[config.mk]
export PLATFORM = sky130hd
export DESIGN_NAME = ramp_fsk_top
export DESIGN_NICKNAME = d
export VERILOG_FILES = /design/src/common/ramp_pkg.sv /design/src/core/segment_table.sv /design/src/core/ramp_fsk_top.sv
export SDC_FILE = /design/constraint.sdc
export NUM_CORES = 2
export LEC_CHECK = 0
export BUFFER_PORTS_ARGS = -buffer_cell sky130_fd_sc_hd__buf_2
export CAP_MARGIN = 15
export CORE_MARGIN = 1.5
export CORE_UTILIZATION = 45
export CTS_CLUSTER_DIAMETER = 100
export DETAILED_ROUTE_END_ITERATION = 10
export HOLD_SLACK_MARGIN = 0.06
export PLACE_DENSITY = 0.71
export SLEW_MARGIN = 20
export SYNTH_ARGS = -nofsm -noshare
export SYNTH_HDL_FRONTEND = slang
export SYNTH_SLANG_ARGS = --single-unit
[constraint.sdc]
create_clock -name sys_clk -period 5 [get_ports sys_clk]
set_input_delay 0.5 -clock sys_clk [delete_from_list [all_inputs] [get_ports sys_clk]]
set_output_delay 0.5 -clock sys_clk [all_outputs]
set_load 0.03 [all_outputs]
[src/common/ramp_pkg.sv]
package ramp_pkg;
	// Register byte offsets
	localparam logic [7:0] OFS_CTRL = 8'h00;
	localparam logic [7:0] OFS_NDIV = 8'h04;
	localparam logic [7:0] OFS_NUM = 8'h08;
	localparam logic [7:0] OFS_DEN = 8'h0C;
	localparam logic [7:0] OFS_DEV_LO = 8'h10;
	localparam logic [7:0] OFS_DEV_HI = 8'h14;
	localparam logic [7:0] OFS_SW_CMD = 8'h18;
	localparam logic [7:0] OFS_TRIG_CFG = 8'h1C;
	localparam logic [7:0] OFS_RAMP_CNT = 8'h20;
	localparam logic [7:0] OFS_STATUS = 8'h24;
	localparam logic [7:0] OFS_IRQ_STAT = 8'h28;
	localparam logic [7:0] OFS_IRQ_CLR = 8'h2C;
	localparam logic [7:0] OFS_IRQ_EN = 8'h30;
	// Segment table window: 0x40 + 8*segment, word 0 increment, word 1 config
	localparam logic [1:0] SEG_WIN = 2'h1;

	// Control fields
	localparam int CTRL_RAMP_EN = 0;
	localparam int CTRL_PHASE_SEL = 1;
	localparam int CTRL_KTRIG_LSB = 2;
	// Segment config fields
	localparam int SEG_LEN_LSB = 0;
	localparam int SEG_DBL = 16;
	localparam int SEG_ADV_LSB = 17;
	localparam int SEG_SUCC_LSB = 19;
	localparam int SEG_LOCK_LSB = 22;
	localparam int SEG_FLAG_LSB = 24;
	// Trigger config: 4 bits per trigger, pin select then edge select
	localparam int TRIG_FIELD_W = 4;
	// Interrupt bits
	localparam int IRQ_ADVANCE = 0;
	localparam int IRQ_DONE = 1;
	localparam int IRQ_KEYING = 2;

	// Reset values and the forced ramp denominator
	localparam logic [31:0] CTRL_RST = 32'h0000_0000;
	localparam logic [15:0] NDIV_RST = 16'h0064;
	localparam logic [23:0] NUM_RST = 24'h00_0000;
	localparam logic [24:0] DEN_RST = 25'h100_0000;
	localparam logic [24:0] RAMP_DEN = 25'h100_0000;

	// Advance events and charge pump choices
	localparam logic [1:0] ADV_LENGTH = 2'h0;
	localparam logic [1:0] LOCK_ALT_CP = 2'h1;
	localparam logic [1:0] LOCK_ACCEL = 2'h2;
	localparam logic [2:0] KTRIG_SOFTWARE = 3'h0;

	localparam logic [1:0] RESP_OKAY = 2'h0;
	localparam logic [1:0] RESP_SLVERR = 2'h2;

	typedef enum logic [2:0] {
		ST_IDLE, ST_FETCH_INC, ST_FETCH_CFG, ST_LATCH, ST_RUN, ST_HOLD
	} eng_state_t;
endpackage : ramp_pkg

[src/core/segment_table.sv]
`timescale 1ns/10ps
// Segment table with byte-lane writes and two registered read ports
module segment_table #(
	parameter int WIDTH = 32,
	parameter int DEPTH = 16,
	parameter int ADDR_W = 4
) (
	input wire logic clk,
	input wire logic wr_en,
	input wire logic [ADDR_W-1:0] wr_addr,
	input wire logic [WIDTH-1:0] wr_data,
	input wire logic [WIDTH/8-1:0] wr_strb,
	input wire logic [ADDR_W-1:0] rd_a_addr,
	output logic [WIDTH-1:0] rd_a_data,
	input wire logic [ADDR_W-1:0] rd_b_addr,
	output logic [WIDTH-1:0] rd_b_data
);
	logic [WIDTH-1:0] mem [DEPTH];

	// Byte-lane write
	always_ff @(posedge clk) begin
		for (int i = 0; i < WIDTH / 8; i++) begin
			if (wr_en && wr_strb[i]) begin
				mem[wr_addr][i*8 +: 8] <= wr_data[i*8 +: 8];
			end
		end
	end

	// Registered reads
	always_ff @(posedge clk) begin
		rd_a_data <= mem[rd_a_addr];
		rd_b_data <= mem[rd_b_addr];
	end
endmodule : segment_table

[src/core/ramp_fsk_top.sv]
`timescale 1ns/10ps
module ramp_fsk_top import ramp_pkg::*; #(
	parameter int INC_W = 30,
	parameter int CNT_W = 16
) (
	input wire logic sys_clk,
	input wire logic srst,
	input wire logic clk_en,
	input wire logic [7:0] s_axi_awaddr,
	input wire logic s_axi_awvalid,
	output logic s_axi_awready,
	input wire logic [31:0] s_axi_wdata,
	input wire logic [3:0] s_axi_wstrb,
	input wire logic s_axi_wvalid,
	output logic s_axi_wready,
	output logic [1:0] s_axi_bresp,
	output logic s_axi_bvalid,
	input wire logic s_axi_bready,
	input wire logic [7:0] s_axi_araddr,
	input wire logic s_axi_arvalid,
	output logic s_axi_arready,
	output logic [31:0] s_axi_rdata,
	output logic [1:0] s_axi_rresp,
	output logic s_axi_rvalid,
	input wire logic s_axi_rready,
	input wire logic io_pin_one,
	input wire logic io_pin_two,
	input wire logic io_pin_three,
	input wire logic selectable_output_pin,
	output logic [15:0] div_int,
	output logic [23:0] div_frac,
	output logic [24:0] div_den,
	output logic [23:0] phase_offset,
	output logic keying_level,
	output logic cp_alt_current,
	output logic lock_accel_active,
	output logic [1:0] ramp_flag,
	output logic ramp_running,
	output logic irq
);
	// Merge written byte lanes into an old word
	function automatic logic [31:0] apply_strb(logic [31:0] old, logic [31:0] nw,
			logic [3:0] strb);
		logic [31:0] r;
		r = old;
		for (int i = 0; i < 4; i++) begin
			if (strb[i]) r[i*8 +: 8] = nw[i*8 +: 8];
		end
		return r;
	endfunction : apply_strb

	// Segment table window decode
	function automatic logic in_seg_win(logic [7:0] a);
		return a[7:6] == SEG_WIN;
	endfunction : in_seg_win

	logic aw_held_ff, w_held_ff, awready_ff, wready_ff, bvalid_ff;
	logic [1:0] bresp_ff, rresp_ff;
	logic [7:0] aw_addr_ff, ar_addr_ff;
	logic [31:0] wdata_ff, rdata_ff;
	logic [3:0] wstrb_ff;
	logic arready_ff, ar_pend_ff, rvalid_ff;
	logic [31:0] ctrl_ff, dev_lo_ff, trig_cfg_ff;
	logic [15:0] ndiv_ff, ramp_cnt_ff;
	logic [23:0] num_ff;
	logic [24:0] den_ff;
	logic dev_hi_ff;
	logic [2:0] irq_stat_ff, irq_en_ff;
	logic [3:0] sw_pend_ff;
	logic restart_ff;
	logic [3:0] s1_ff, s2_ff, s3_ff, pin_ff;
	logic [3:0] pin_rise, pin_fall;
	eng_state_t state_ff;
	logic [2:0] seg_ff;
	logic [31:0] cfg_ff;
	logic [INC_W-1:0] inc_ff;
	logic [CNT_W-1:0] cnt_ff, pass_ff;
	logic half_ff;
	logic [39:0] acc_ff;
	logic level_ff;
	logic [15:0] div_int_ff;
	logic [23:0] div_frac_ff, phase_ff;
	logic [24:0] div_den_ff;
	logic cp_alt_ff, lock_acc_ff, running_ff, irq_ff;
	logic [1:0] flag_ff;
	logic [31:0] mem_a_data, mem_b_data;

	logic do_wr, ar_take, wr_seg, restart_req, step, len_reached, advance, ktrig;
	logic [2:0] trig_fire;
	logic [2:0] nxt_seg;
	logic [39:0] nxt_out;

	// Write channel capture, address and data in either order
	assign do_wr = aw_held_ff && w_held_ff && !bvalid_ff;
	always_ff @(posedge sys_clk) begin
		if (srst) begin
			aw_held_ff <= 1'b0;
			w_held_ff <= 1'b0;
			awready_ff <= 1'b0;
			wready_ff <= 1'b0;
			aw_addr_ff <= 8'h00;
			wdata_ff <= 32'h0000_0000;
			wstrb_ff <= 4'h0;
		end else begin
			if (s_axi_awvalid && awready_ff) begin
				aw_held_ff <= 1'b1;
				aw_addr_ff <= s_axi_awaddr;
			end else if (do_wr) begin
				aw_held_ff <= 1'b0;
			end
			if (s_axi_wvalid && wready_ff) begin
				w_held_ff <= 1'b1;
				wdata_ff <= s_axi_wdata;
				wstrb_ff <= s_axi_wstrb;
			end else if (do_wr) begin
				w_held_ff <= 1'b0;
			end
			// Ready again only once the write response has been handed over
			awready_ff <= !aw_held_ff && !(bvalid_ff && !s_axi_bready)
				&& !(s_axi_awvalid && awready_ff);
			wready_ff <= !w_held_ff && !(bvalid_ff && !s_axi_bready)
				&& !(s_axi_wvalid && wready_ff);
		end
	end

	// Write response
	always_ff @(posedge sys_clk) begin
		if (srst) begin
			bvalid_ff <= 1'b0;
			bresp_ff <= RESP_OKAY;
		end else if (do_wr) begin
			bvalid_ff <= 1'b1;
			bresp_ff <= (aw_addr_ff <= OFS_IRQ_EN || in_seg_win(aw_addr_ff)) ?
				RESP_OKAY : RESP_SLVERR;
		end else if (s_axi_bready) begin
			bvalid_ff <= 1'b0;
		end
	end

	assign wr_seg = do_wr && in_seg_win(aw_addr_ff);
	assign restart_req = do_wr && aw_addr_ff == OFS_NDIV && wstrb_ff[0];

	// Configuration registers
	always_ff @(posedge sys_clk) begin
		if (srst) begin
			ctrl_ff <= CTRL_RST;
			ndiv_ff <= NDIV_RST;
			num_ff <= NUM_RST;
			den_ff <= DEN_RST;
			dev_lo_ff <= 32'h0000_0000;
			dev_hi_ff <= 1'b0;
			trig_cfg_ff <= 32'h0000_0000;
			ramp_cnt_ff <= 16'h0000;
			irq_en_ff <= 3'h0;
		end else if (do_wr) begin
			if (aw_addr_ff == OFS_CTRL) begin
				ctrl_ff <= apply_strb(ctrl_ff, wdata_ff, wstrb_ff);
			end else if (aw_addr_ff == OFS_NDIV) begin
				ndiv_ff <= 16'(apply_strb({16'h0000, ndiv_ff}, wdata_ff, wstrb_ff));
			end else if (aw_addr_ff == OFS_NUM) begin
				num_ff <= 24'(apply_strb({8'h00, num_ff}, wdata_ff, wstrb_ff));
			end else if (aw_addr_ff == OFS_DEN) begin
				den_ff <= 25'(apply_strb({7'h00, den_ff}, wdata_ff, wstrb_ff));
			end else if (aw_addr_ff == OFS_DEV_LO) begin
				dev_lo_ff <= apply_strb(dev_lo_ff, wdata_ff, wstrb_ff);
			end else if (aw_addr_ff == OFS_DEV_HI) begin
				if (wstrb_ff[0]) dev_hi_ff <= wdata_ff[0];
			end else if (aw_addr_ff == OFS_TRIG_CFG) begin
				trig_cfg_ff <= apply_strb(trig_cfg_ff, wdata_ff, wstrb_ff);
			end else if (aw_addr_ff == OFS_RAMP_CNT) begin
				ramp_cnt_ff <= 16'(apply_strb({16'h0000, ramp_cnt_ff}, wdata_ff, wstrb_ff));
			end else if (aw_addr_ff == OFS_IRQ_EN) begin
				irq_en_ff <= 3'(apply_strb({29'h0, irq_en_ff}, wdata_ff, wstrb_ff));
			end
		end
	end

	// Software triggers pend until the next detector cycle (clk_en high)
	always_ff @(posedge sys_clk) begin
		if (srst) begin
			sw_pend_ff <= 4'h0;
			restart_ff <= 1'b0;
		end else begin
			sw_pend_ff <= (sw_pend_ff & {4{!clk_en}}) |
				((do_wr && aw_addr_ff == OFS_SW_CMD && wstrb_ff[0]) ? wdata_ff[3:0] : 4'h0);
			restart_ff <= restart_req || (restart_ff && !clk_en);
		end
	end

	// Read channel: address taken, data on the next edge
	assign ar_take = s_axi_arvalid && arready_ff;
	always_ff @(posedge sys_clk) begin
		if (srst) begin
			arready_ff <= 1'b0;
			ar_pend_ff <= 1'b0;
			rvalid_ff <= 1'b0;
			ar_addr_ff <= 8'h00;
			rdata_ff <= 32'h0000_0000;
			rresp_ff <= RESP_OKAY;
		end else begin
			arready_ff <= !ar_take && !ar_pend_ff && (!rvalid_ff || s_axi_rready);
			ar_pend_ff <= ar_take;
			if (ar_take) ar_addr_ff <= s_axi_araddr;
			if (ar_pend_ff) begin
				rvalid_ff <= 1'b1;
				rresp_ff <= RESP_OKAY;
				if (in_seg_win(ar_addr_ff)) rdata_ff <= mem_a_data;
				else if (ar_addr_ff == OFS_CTRL) rdata_ff <= ctrl_ff;
				else if (ar_addr_ff == OFS_NDIV) rdata_ff <= {16'h0000, ndiv_ff};
				else if (ar_addr_ff == OFS_NUM) rdata_ff <= {8'h00, num_ff};
				else if (ar_addr_ff == OFS_DEN) rdata_ff <= {7'h00, den_ff};
				else if (ar_addr_ff == OFS_DEV_LO) rdata_ff <= dev_lo_ff;
				else if (ar_addr_ff == OFS_DEV_HI) rdata_ff <= {31'h0, dev_hi_ff};
				else if (ar_addr_ff == OFS_TRIG_CFG) rdata_ff <= trig_cfg_ff;
				else if (ar_addr_ff == OFS_RAMP_CNT) rdata_ff <= {16'h0000, ramp_cnt_ff};
				else if (ar_addr_ff == OFS_STATUS) begin
					rdata_ff <= {pass_ff, 11'h0, level_ff, running_ff, seg_ff};
				end else if (ar_addr_ff == OFS_IRQ_STAT) rdata_ff <= {29'h0, irq_stat_ff};
				else if (ar_addr_ff == OFS_IRQ_EN) rdata_ff <= {29'h0, irq_en_ff};
				else if (ar_addr_ff == OFS_SW_CMD || ar_addr_ff == OFS_IRQ_CLR) begin
					rdata_ff <= 32'h0000_0000;
				end else begin
					rdata_ff <= 32'h0000_0000;
					rresp_ff <= RESP_SLVERR;
				end
			end else if (s_axi_rready) begin
				rvalid_ff <= 1'b0;
			end
		end
	end

	// Segment storage, port a for bus reads, port b for the engine
	segment_table #(.WIDTH(32), .DEPTH(16), .ADDR_W(4)) u_table (
		.clk(sys_clk),
		.wr_en(wr_seg),
		.wr_addr(aw_addr_ff[5:2]),
		.wr_data(wdata_ff),
		.wr_strb(wstrb_ff),
		.rd_a_addr(s_axi_araddr[5:2]),
		.rd_a_data(mem_a_data),
		.rd_b_addr({seg_ff, state_ff != ST_FETCH_INC}),
		.rd_b_data(mem_b_data)
	);

	// Pin synchronisers, edge counted once second and third stages agree
	always_ff @(posedge sys_clk) begin
		if (srst) begin
			s1_ff <= 4'h0;
			s2_ff <= 4'h0;
			s3_ff <= 4'h0;
			pin_ff <= 4'h0;
		end else if (clk_en) begin
			s1_ff <= {selectable_output_pin, io_pin_three, io_pin_two, io_pin_one};
			s2_ff <= s1_ff;
			s3_ff <= s2_ff;
			for (int i = 0; i < 4; i++) begin
				if (s2_ff[i] == s3_ff[i]) pin_ff[i] <= s3_ff[i];
			end
		end
	end
	always_comb begin
		for (int i = 0; i < 4; i++) begin
			pin_rise[i] = s2_ff[i] && s3_ff[i] && !pin_ff[i];
			pin_fall[i] = !s2_ff[i] && !s3_ff[i] && pin_ff[i];
		end
	end

	// Triggers A, B, C: pin select plus rise/fall enables, or software
	always_comb begin
		for (int t = 0; t < 3; t++) begin
			trig_fire[t] = clk_en && (sw_pend_ff[t+1]
				|| (trig_cfg_ff[t*TRIG_FIELD_W+2] && pin_rise[trig_cfg_ff[t*TRIG_FIELD_W +: 2]])
				|| (trig_cfg_ff[t*TRIG_FIELD_W+3] && pin_fall[trig_cfg_ff[t*TRIG_FIELD_W +: 2]]));
		end
	end

	// Keying trigger: software or any transition on the chosen pin
	always_comb begin
		ktrig = 1'b0;
		if (ctrl_ff[CTRL_KTRIG_LSB +: 3] == KTRIG_SOFTWARE) begin
			ktrig = clk_en && sw_pend_ff[0];
		end else if (ctrl_ff[CTRL_KTRIG_LSB +: 3] <= 3'h4) begin
			ktrig = clk_en && (pin_rise[ctrl_ff[CTRL_KTRIG_LSB +: 2] - 2'h1]
				|| pin_fall[ctrl_ff[CTRL_KTRIG_LSB +: 2] - 2'h1]);
		end
	end

	// Two-level keying toggles on each trigger
	always_ff @(posedge sys_clk) begin
		if (srst) level_ff <= 1'b0;
		else if (ktrig) level_ff <= !level_ff;
	end

	// Step and advance decisions for the running segment
	assign step = !cfg_ff[SEG_DBL] || half_ff;
	assign len_reached = cnt_ff >= cfg_ff[SEG_LEN_LSB +: CNT_W];
	assign nxt_seg = cfg_ff[SEG_SUCC_LSB +: 3];
	always_comb begin
		if (cfg_ff[SEG_ADV_LSB +: 2] == ADV_LENGTH) advance = len_reached;
		else advance = trig_fire[cfg_ff[SEG_ADV_LSB +: 2] - 2'h1];
	end

	// Ramp engine
	always_ff @(posedge sys_clk) begin
		if (srst) begin
			state_ff <= ST_IDLE;
			seg_ff <= 3'h0;
			cfg_ff <= 32'h0000_0000;
			inc_ff <= '0;
			cnt_ff <= '0;
			pass_ff <= '0;
			half_ff <= 1'b0;
			acc_ff <= {NDIV_RST, NUM_RST};
		end else if (clk_en) begin
			if (!ctrl_ff[CTRL_RAMP_EN] || restart_ff) begin
				state_ff <= ctrl_ff[CTRL_RAMP_EN] ? ST_FETCH_INC : ST_IDLE;
				seg_ff <= 3'h0;
				pass_ff <= '0;
				acc_ff <= {ndiv_ff, num_ff};
			end else begin
				case (state_ff)
					ST_IDLE: state_ff <= ST_IDLE;
					ST_FETCH_INC: state_ff <= ST_FETCH_CFG;
					ST_FETCH_CFG: begin
						inc_ff <= mem_b_data[INC_W-1:0];
						state_ff <= ST_LATCH;
					end
					ST_LATCH: begin
						cfg_ff <= mem_b_data;
						cnt_ff <= '0;
						half_ff <= 1'b0;
						state_ff <= ST_RUN;
					end
					ST_RUN: begin
						half_ff <= cfg_ff[SEG_DBL] && !half_ff;
						if (step && !len_reached) begin
							acc_ff <= acc_ff + {{(40-INC_W){inc_ff[INC_W-1]}}, inc_ff};
							cnt_ff <= cnt_ff + 1'b1;
						end
						if (advance) begin
							seg_ff <= nxt_seg;
							if (nxt_seg == 3'h0) pass_ff <= pass_ff + 1'b1;
							if (nxt_seg == 3'h0 && ramp_cnt_ff != '0
									&& pass_ff + 1'b1 == ramp_cnt_ff) begin
								state_ff <= ST_HOLD;
							end else begin
								state_ff <= ST_FETCH_INC;
							end
						end
					end
					default: state_ff <= ST_HOLD;
				endcase
			end
		end
	end

	// Divider value with keying deviation added on top
	assign nxt_out = acc_ff + ((level_ff && !ctrl_ff[CTRL_PHASE_SEL]) ?
		{{7{dev_hi_ff}}, dev_hi_ff, dev_lo_ff} : 40'h00_0000_0000);
	always_ff @(posedge sys_clk) begin
		if (srst) begin
			div_int_ff <= NDIV_RST;
			div_frac_ff <= NUM_RST;
			div_den_ff <= DEN_RST;
			phase_ff <= 24'h00_0000;
		end else if (clk_en) begin
			div_int_ff <= nxt_out[39:24];
			div_frac_ff <= nxt_out[23:0];
			// Forced value kept until the engine has really stopped
			div_den_ff <= (ctrl_ff[CTRL_RAMP_EN] || state_ff != ST_IDLE) ?
				RAMP_DEN : den_ff;
			phase_ff <= (level_ff && ctrl_ff[CTRL_PHASE_SEL]) ? dev_lo_ff[23:0] : 24'h00_0000;
		end
	end

	// Per-segment charge pump and flag outputs
	always_ff @(posedge sys_clk) begin
		if (srst) begin
			cp_alt_ff <= 1'b0;
			lock_acc_ff <= 1'b0;
			flag_ff <= 2'h0;
			running_ff <= 1'b0;
		end else if (clk_en) begin
			cp_alt_ff <= state_ff == ST_RUN && cfg_ff[SEG_LOCK_LSB +: 2] == LOCK_ALT_CP;
			lock_acc_ff <= state_ff == ST_RUN && cfg_ff[SEG_LOCK_LSB +: 2] == LOCK_ACCEL;
			flag_ff <= (state_ff == ST_RUN) ? cfg_ff[SEG_FLAG_LSB +: 2] : 2'h0;
			running_ff <= state_ff != ST_IDLE && state_ff != ST_HOLD;
		end
	end

	// Sticky interrupt status, set wins over clear
	always_ff @(posedge sys_clk) begin
		if (srst) begin
			irq_stat_ff <= 3'h0;
			irq_ff <= 1'b0;
		end else begin
			irq_stat_ff <= (irq_stat_ff & ~((do_wr && aw_addr_ff == OFS_IRQ_CLR && wstrb_ff[0]) ?
				wdata_ff[2:0] : 3'h0))
				| {ktrig, clk_en && state_ff == ST_RUN && advance && nxt_seg == 3'h0
					&& ramp_cnt_ff != '0 && pass_ff + 1'b1 == ramp_cnt_ff,
					clk_en && state_ff == ST_RUN && advance && ctrl_ff[CTRL_RAMP_EN]
					&& !restart_ff};
			irq_ff <= |(irq_stat_ff & irq_en_ff);
		end
	end

	assign s_axi_awready = awready_ff;
	assign s_axi_wready = wready_ff;
	assign s_axi_bvalid = bvalid_ff;
	assign s_axi_bresp = bresp_ff;
	assign s_axi_arready = arready_ff;
	assign s_axi_rvalid = rvalid_ff;
	assign s_axi_rdata = rdata_ff;
	assign s_axi_rresp = rresp_ff;
	assign div_int = div_int_ff;
	assign div_frac = div_frac_ff;
	assign div_den = div_den_ff;
	assign phase_offset = phase_ff;
	assign keying_level = level_ff;
	assign cp_alt_current = cp_alt_ff;
	assign lock_accel_active = lock_acc_ff;
	assign ramp_flag = flag_ff;
	assign ramp_running = running_ff;
	assign irq = irq_ff;
endmodule : ramp_fsk_top

# Yosys cells after proc, flatten, opt, wreduce, memory -nomap -nowiden
# Memory sizes are Yosys's and may differ from the RTL's. A register that Yosys moved wholly into a read port is not among the register bits.
# Index checks and enable logic that the tools add are counted.
# classes
addsub	6
order_cmp	8
n_eq_ne	39
n_mux	86
bitwise_logic	15
n_reduce_logical	166
# ops
op	count
two-way mux 32 bit	10
two-way mux 40 bit	4
adder 40 bit	2
two-way mux 16 bit	5
logical AND 1 bit	67
equality test 8 x 5 -> 1 bit (second input constant)	8
equality test 8 x 6 -> 1 bit (second input constant)	8
AND reduction 9 bit	4
adder 16 x 1 -> 16 bit (second input constant)	2
equality test 8 x 4 -> 1 bit (second input constant)	4
case mux 16 bit (2 select lines)	1
logical NOT 1 bit	30
two-way mux 2 bit	15
two-way mux 1 bit	28
AND reduction 7 bit	4
two-way mux 3 bit	9
AND reduction 3 bit	9
two-way mux 25 bit	1
two-way mux 24 bit	1
AND reduction 6 bit	4
AND reduction 10 bit	2
binary-select mux 1 bit (select 2 bit)	9
nonzero test 2 bit	9
equality test 16 bit	1
36 further kinds	83
# totals
regBits	532
ram_bits	512
inputBits	64
out_inout_bits	137
word_cells	389
memories	1
# mem_list
memory	depth	word_bits	rd	rd_clocked_by_memory_dff	wr	line	rtl
u_table.mem	16	32	2	2	1	segment_table.sv:18	logic [WIDTH-1:0] mem [DEPTH];

# Depth between registers and ports, before layout
# logic_depth
word_depth	16
depth_mapped	15
ltp_nobuf	14

# By module
# A second synthesis with hierarchy kept.
# hier_totals
cells_unflattened	4474
area_unflattened_um2	50832.5
# modules_own_cells
module	n_inst	cells_each	area_per_inst_um2	seq_area_each_um2
ramp_fsk_top	1	3262	26384.1	10610.2
segment_table	1	1212	24448.4	16656.0

# Worst setup path before layout
# OpenSTA, ideal clock, no wires.
# synth_timing
path_type	register to register
from	register level_ff, in the netlist keying_level
to	register div_int_ff[12], in the netlist div_int[12]
setup_ns	0.133
arrival_time_ns	3.342
required_ns	4.867
slack_ns	1.525
path_stages_with_launch	16
path_buffers	1
synth_period_minus_slack_ns	3.475
cell_sequence	dfxtp_1 > nor2b_1 > clkbuf_1 > and2_1 > ha_1 > fa_1 > a21o_1 > a21oi_1 > o21ai_1 > a31oi_4 > a2111oi_2 > o21ai_1 > o31ai_1 > a21oi_2 > nor3_1 > o221ai_1
# synth_between
elab_chain_len	3
# synth_rtl
element	line	rtl
start: declaration	ramp_fsk_top.sv:80	logic level_ff;
start signal: assignment	ramp_fsk_top.sv:291	else if (ktrig) level_ff <= !level_ff;
logical AND 1 bit	ramp_fsk_top.sv:358	assign nxt_out = acc_ff + ((level_ff && !ctrl_ff[CTRL_PHASE_SEL]) ?
two-way mux 40 bit	ramp_fsk_top.sv:358	
adder 40 bit	ramp_fsk_top.sv:358	
end signal: assignment	ramp_fsk_top.sv:367	div_int_ff <= nxt_out[39:24];
end: declaration	ramp_fsk_top.sv:81	logic [15:0] div_int_ff;
# No other way between the ends.
# A chain may end at the register's enable or synchronous reset.

# Final worst setup path
# Same ends and word-level chain as after synthesis.

==> flow_summary.yaml <==
timing:
  hold_viol: 0
  drv_slew: 0
  tightest_slew_ns: 1.21
  clock_skew_ns: 0.0283
  max_freq_ghz: 0.264
  fin_crit_sh: 0.758
  rsz0062_at_grt: "false"
  finalSetupViolCount: 0
  totalNegativeSetupSlack_ns: 0
  max-slew-margin-rel: 0.189
  min_period_ns: 3.79
setup_path:
  worst_setup_path_end_kind: "flip-flop"
  required_ns: 5.58
  regToRegSetupSlack_ns: 1.21
  cp-endpoint: "div_int[12]"
  startpoint_type: "flip-flop"
  reg2reg_depth: 15
  worst-setup-path-type: "reg2reg"
  path_max_fanout: 33
  cp-startpoint: "keying_level"
  arrival_ns: 4.37
  reg2reg_to: "div_int[12]"
  r2r_start: "keying_level"
clocking:
  cts_tree: "done"
  clock_latency_ns: 0.74
  cts.htree.levels: 3
  clock_path_buffers: 3
  cts_root_buf: "clkbuf_16"
  cts_inserted_buffers: 111
  clk_pin_slew_worst_paths_ns: 0.06
  hold_buffers: 48
  post_cts_resize_count: 0
  post-cts-setup-buffers: 0
  cts_sinks: 1104
power_and_ir_drop:
  pwr_density_cell_nw_per_um2: 335
  ir_drop_mv: 0.335
  p_leak_nw: 20.7
  total_power_mw: 19.3
routing:
  ant_nets: 0
  vias_per_cell: 6.26
  vias: 37800
  drc: 0
  drt-total-wl_um: 159000
  first_pass_iters: 9
  wire_per_inst_um: 26.3
  drt_iter0_drc: 5327
status:
  status: "finished clean"
floorplan:
  num_io_pins: 201
  start_util: 0.454
  fp.dieH_um: 340
  core_area_sq_um: 112000
  row_count: 123
  die_w_um: 340
  dieArea_sq_um: 115000
hold_path:
  holdPathStages: 3
  hold_path_class: "in2reg"
placed_design:
  place_hpwl_um: 109000
  portBuffers: 198
  gp_congestion: 0.966
global_route:
  grt_pass1_wl_um: 234000
  grt-ovfl-total: 0
  track_usage: 0.268
  grt_pass1_vias: 36000
  grt_max_degree: 121
  antenna_found_initial: 3
synth:
  ys_seq_area_frac: 0.534
  synthFlopType: "dfxtp_1"
  yosysTopAreaCellShare: 0.302
  synth_edf_count: 512
  yosysWarnings: 0
  synth_area_leaders: "edfxtp_1 30%, dfxtp_1 23%, mux4_2 14%"
  synth_top_cell_by_area: "edfxtp_1"
  synth_area_sq_um: 51000
  ys_ff_latch: 1104
  syn-instance-count: 4332
  syn_area_per_cell_sq_um: 11.8
  ys_types: 99
  synth-async-reset-ratio: 0
finish:
  most-common-layout-cells: "583 x dfxtp_1, 529 x nand2_1, 512 x edfxtp_1, 431 x nor2_1, 310 x mux4_2"
  final_nets: 4609
  drive_gt1_frac: 0.181
  mostFrequentLayoutCell: "dfxtp_1"
  synthToLayoutAreaGrowth_pct: 12.9
  fillers: 9514
run:
  cap_violations: 0
-- area by class of cell --
cell class	count	area [sq um]	share of cell area
clock inverters	54	642	0.0111
inverters	52	196	0.00341
flip-flops and latches	1104	27200	0.473
repair buffers	305	2000	0.0348
well taps	1500	1880	0.0326
multi-input cells	2863	22400	0.390
clock buffers	156	3170	0.0551
diodes	2	5.00	0.0000869
-- worst max-delay path, stage by stage (launching register included) --
cell and delay [ns]:
dfxtp_1 0.41, nor2b_2 0.17, buf_4 0.26, and2_1 0.17
ha_1 0.22, fa_1 0.24, a21o_1 0.12, a21oi_1 0.11
o21ai_1 0.32, a31oi_4 0.21, a2111oi_2 0.50, o21ai_1 0.11
o31ai_1 0.32, a21oi_2 0.16, nor3_1 0.20, o221ai_1 0.14
-- registers in the layout, summed over array words and instances, names as in the netlist, 25 cells and up --
signal             count
dev_lo_ff             32
cfg_ff                26
div_den               25
wdata_ff              32
ctrl_ff               32
acc_ff                40
u_table.rd_b_data     30
s_axi_rdata           32
u_table.mem          512
trig_cfg_ff           32
den_ff                25
inc_ff                30
u_table.rd_a_data     32
-- through the flow --
stage | cell area (sq um) | util | hold slack, ns | std cells | setup WS [ns]
after global placement | 53200 | 0.474 | 0.429 | 5775 | 1.23
after global routing | 57600 | 0.512 | 0.103 | 6034 | 0.857
after detailed placement | 53200 | 0.474 | 0.442 | 5775 | 1.21
after floorplan | 51000 | - | 0.401 | 4333 | 1.52
final | 57600 | 0.512 | 0.0971 | 6036 | 1.21
after CTS | 57500 | 0.512 | 0.0653 | 6033 | 1.19
-- layer usage --
metal | part of all wire | vias up | global-route usage
met2 | 0.45 | 2310 | 0.411
met3 | 0.12 | 380 | 0.0748
li1 | - | 16500 | -
met4 | 0.044 | 6 | 0.105
met1 | 0.38 | 18600 | 0.361
met5 | 0.00058 | - | 0
-- cell families after synthesis --
kind of cell	synth area share
buf+inv	0.0279
simple gates	0.121
flops	0.534
fa+ha+maj	0.0268
mux	0.168
other cells	0.0000736
xor+xnor	0.0162
compound gates	0.106
-- worst min-delay path by stage --
stage | start | slack, ns | to
after global routing | s_axi_wdata[25] | 0.10 | wdata_ff[25]
final | s_axi_wdata[21] | 0.1 | wdata_ff[21]
after CTS | s_axi_wdata[21] | 0.07 | wdata_ff[21]
after floorplan | w_held_ff | 0.40 | s_axi_wready
after global placement | u_table.rd_b_data[27] | 0.43 | inc_ff[27]
after detailed placement | u_table.rd_b_data[27] | 0.44 | inc_ff[27]
-- power breakdown --
group          switching (mW)  internal (mW)  leakage, nW
registers               0.175           9.52         10.0
clock network            3.70           4.97         1.86
logic                   0.599          0.324         8.82
-- synthesized netlist by cell type, types with 49 or more instances --
cell type  count
dfxtp_1      592
nand2_1      529
edfxtp_1     512
nor2_1       435
mux4_2       310
a21oi_1      308
clkbuf_1     255
mux2i_1      147
nand3_1      133
ha_1         106
o21ai_0       70
a22oi_1       56
xnor2_1       56
a211oi_1      54
nor3_1        51
inv_1         49
(Power assumes the default switching activity.)
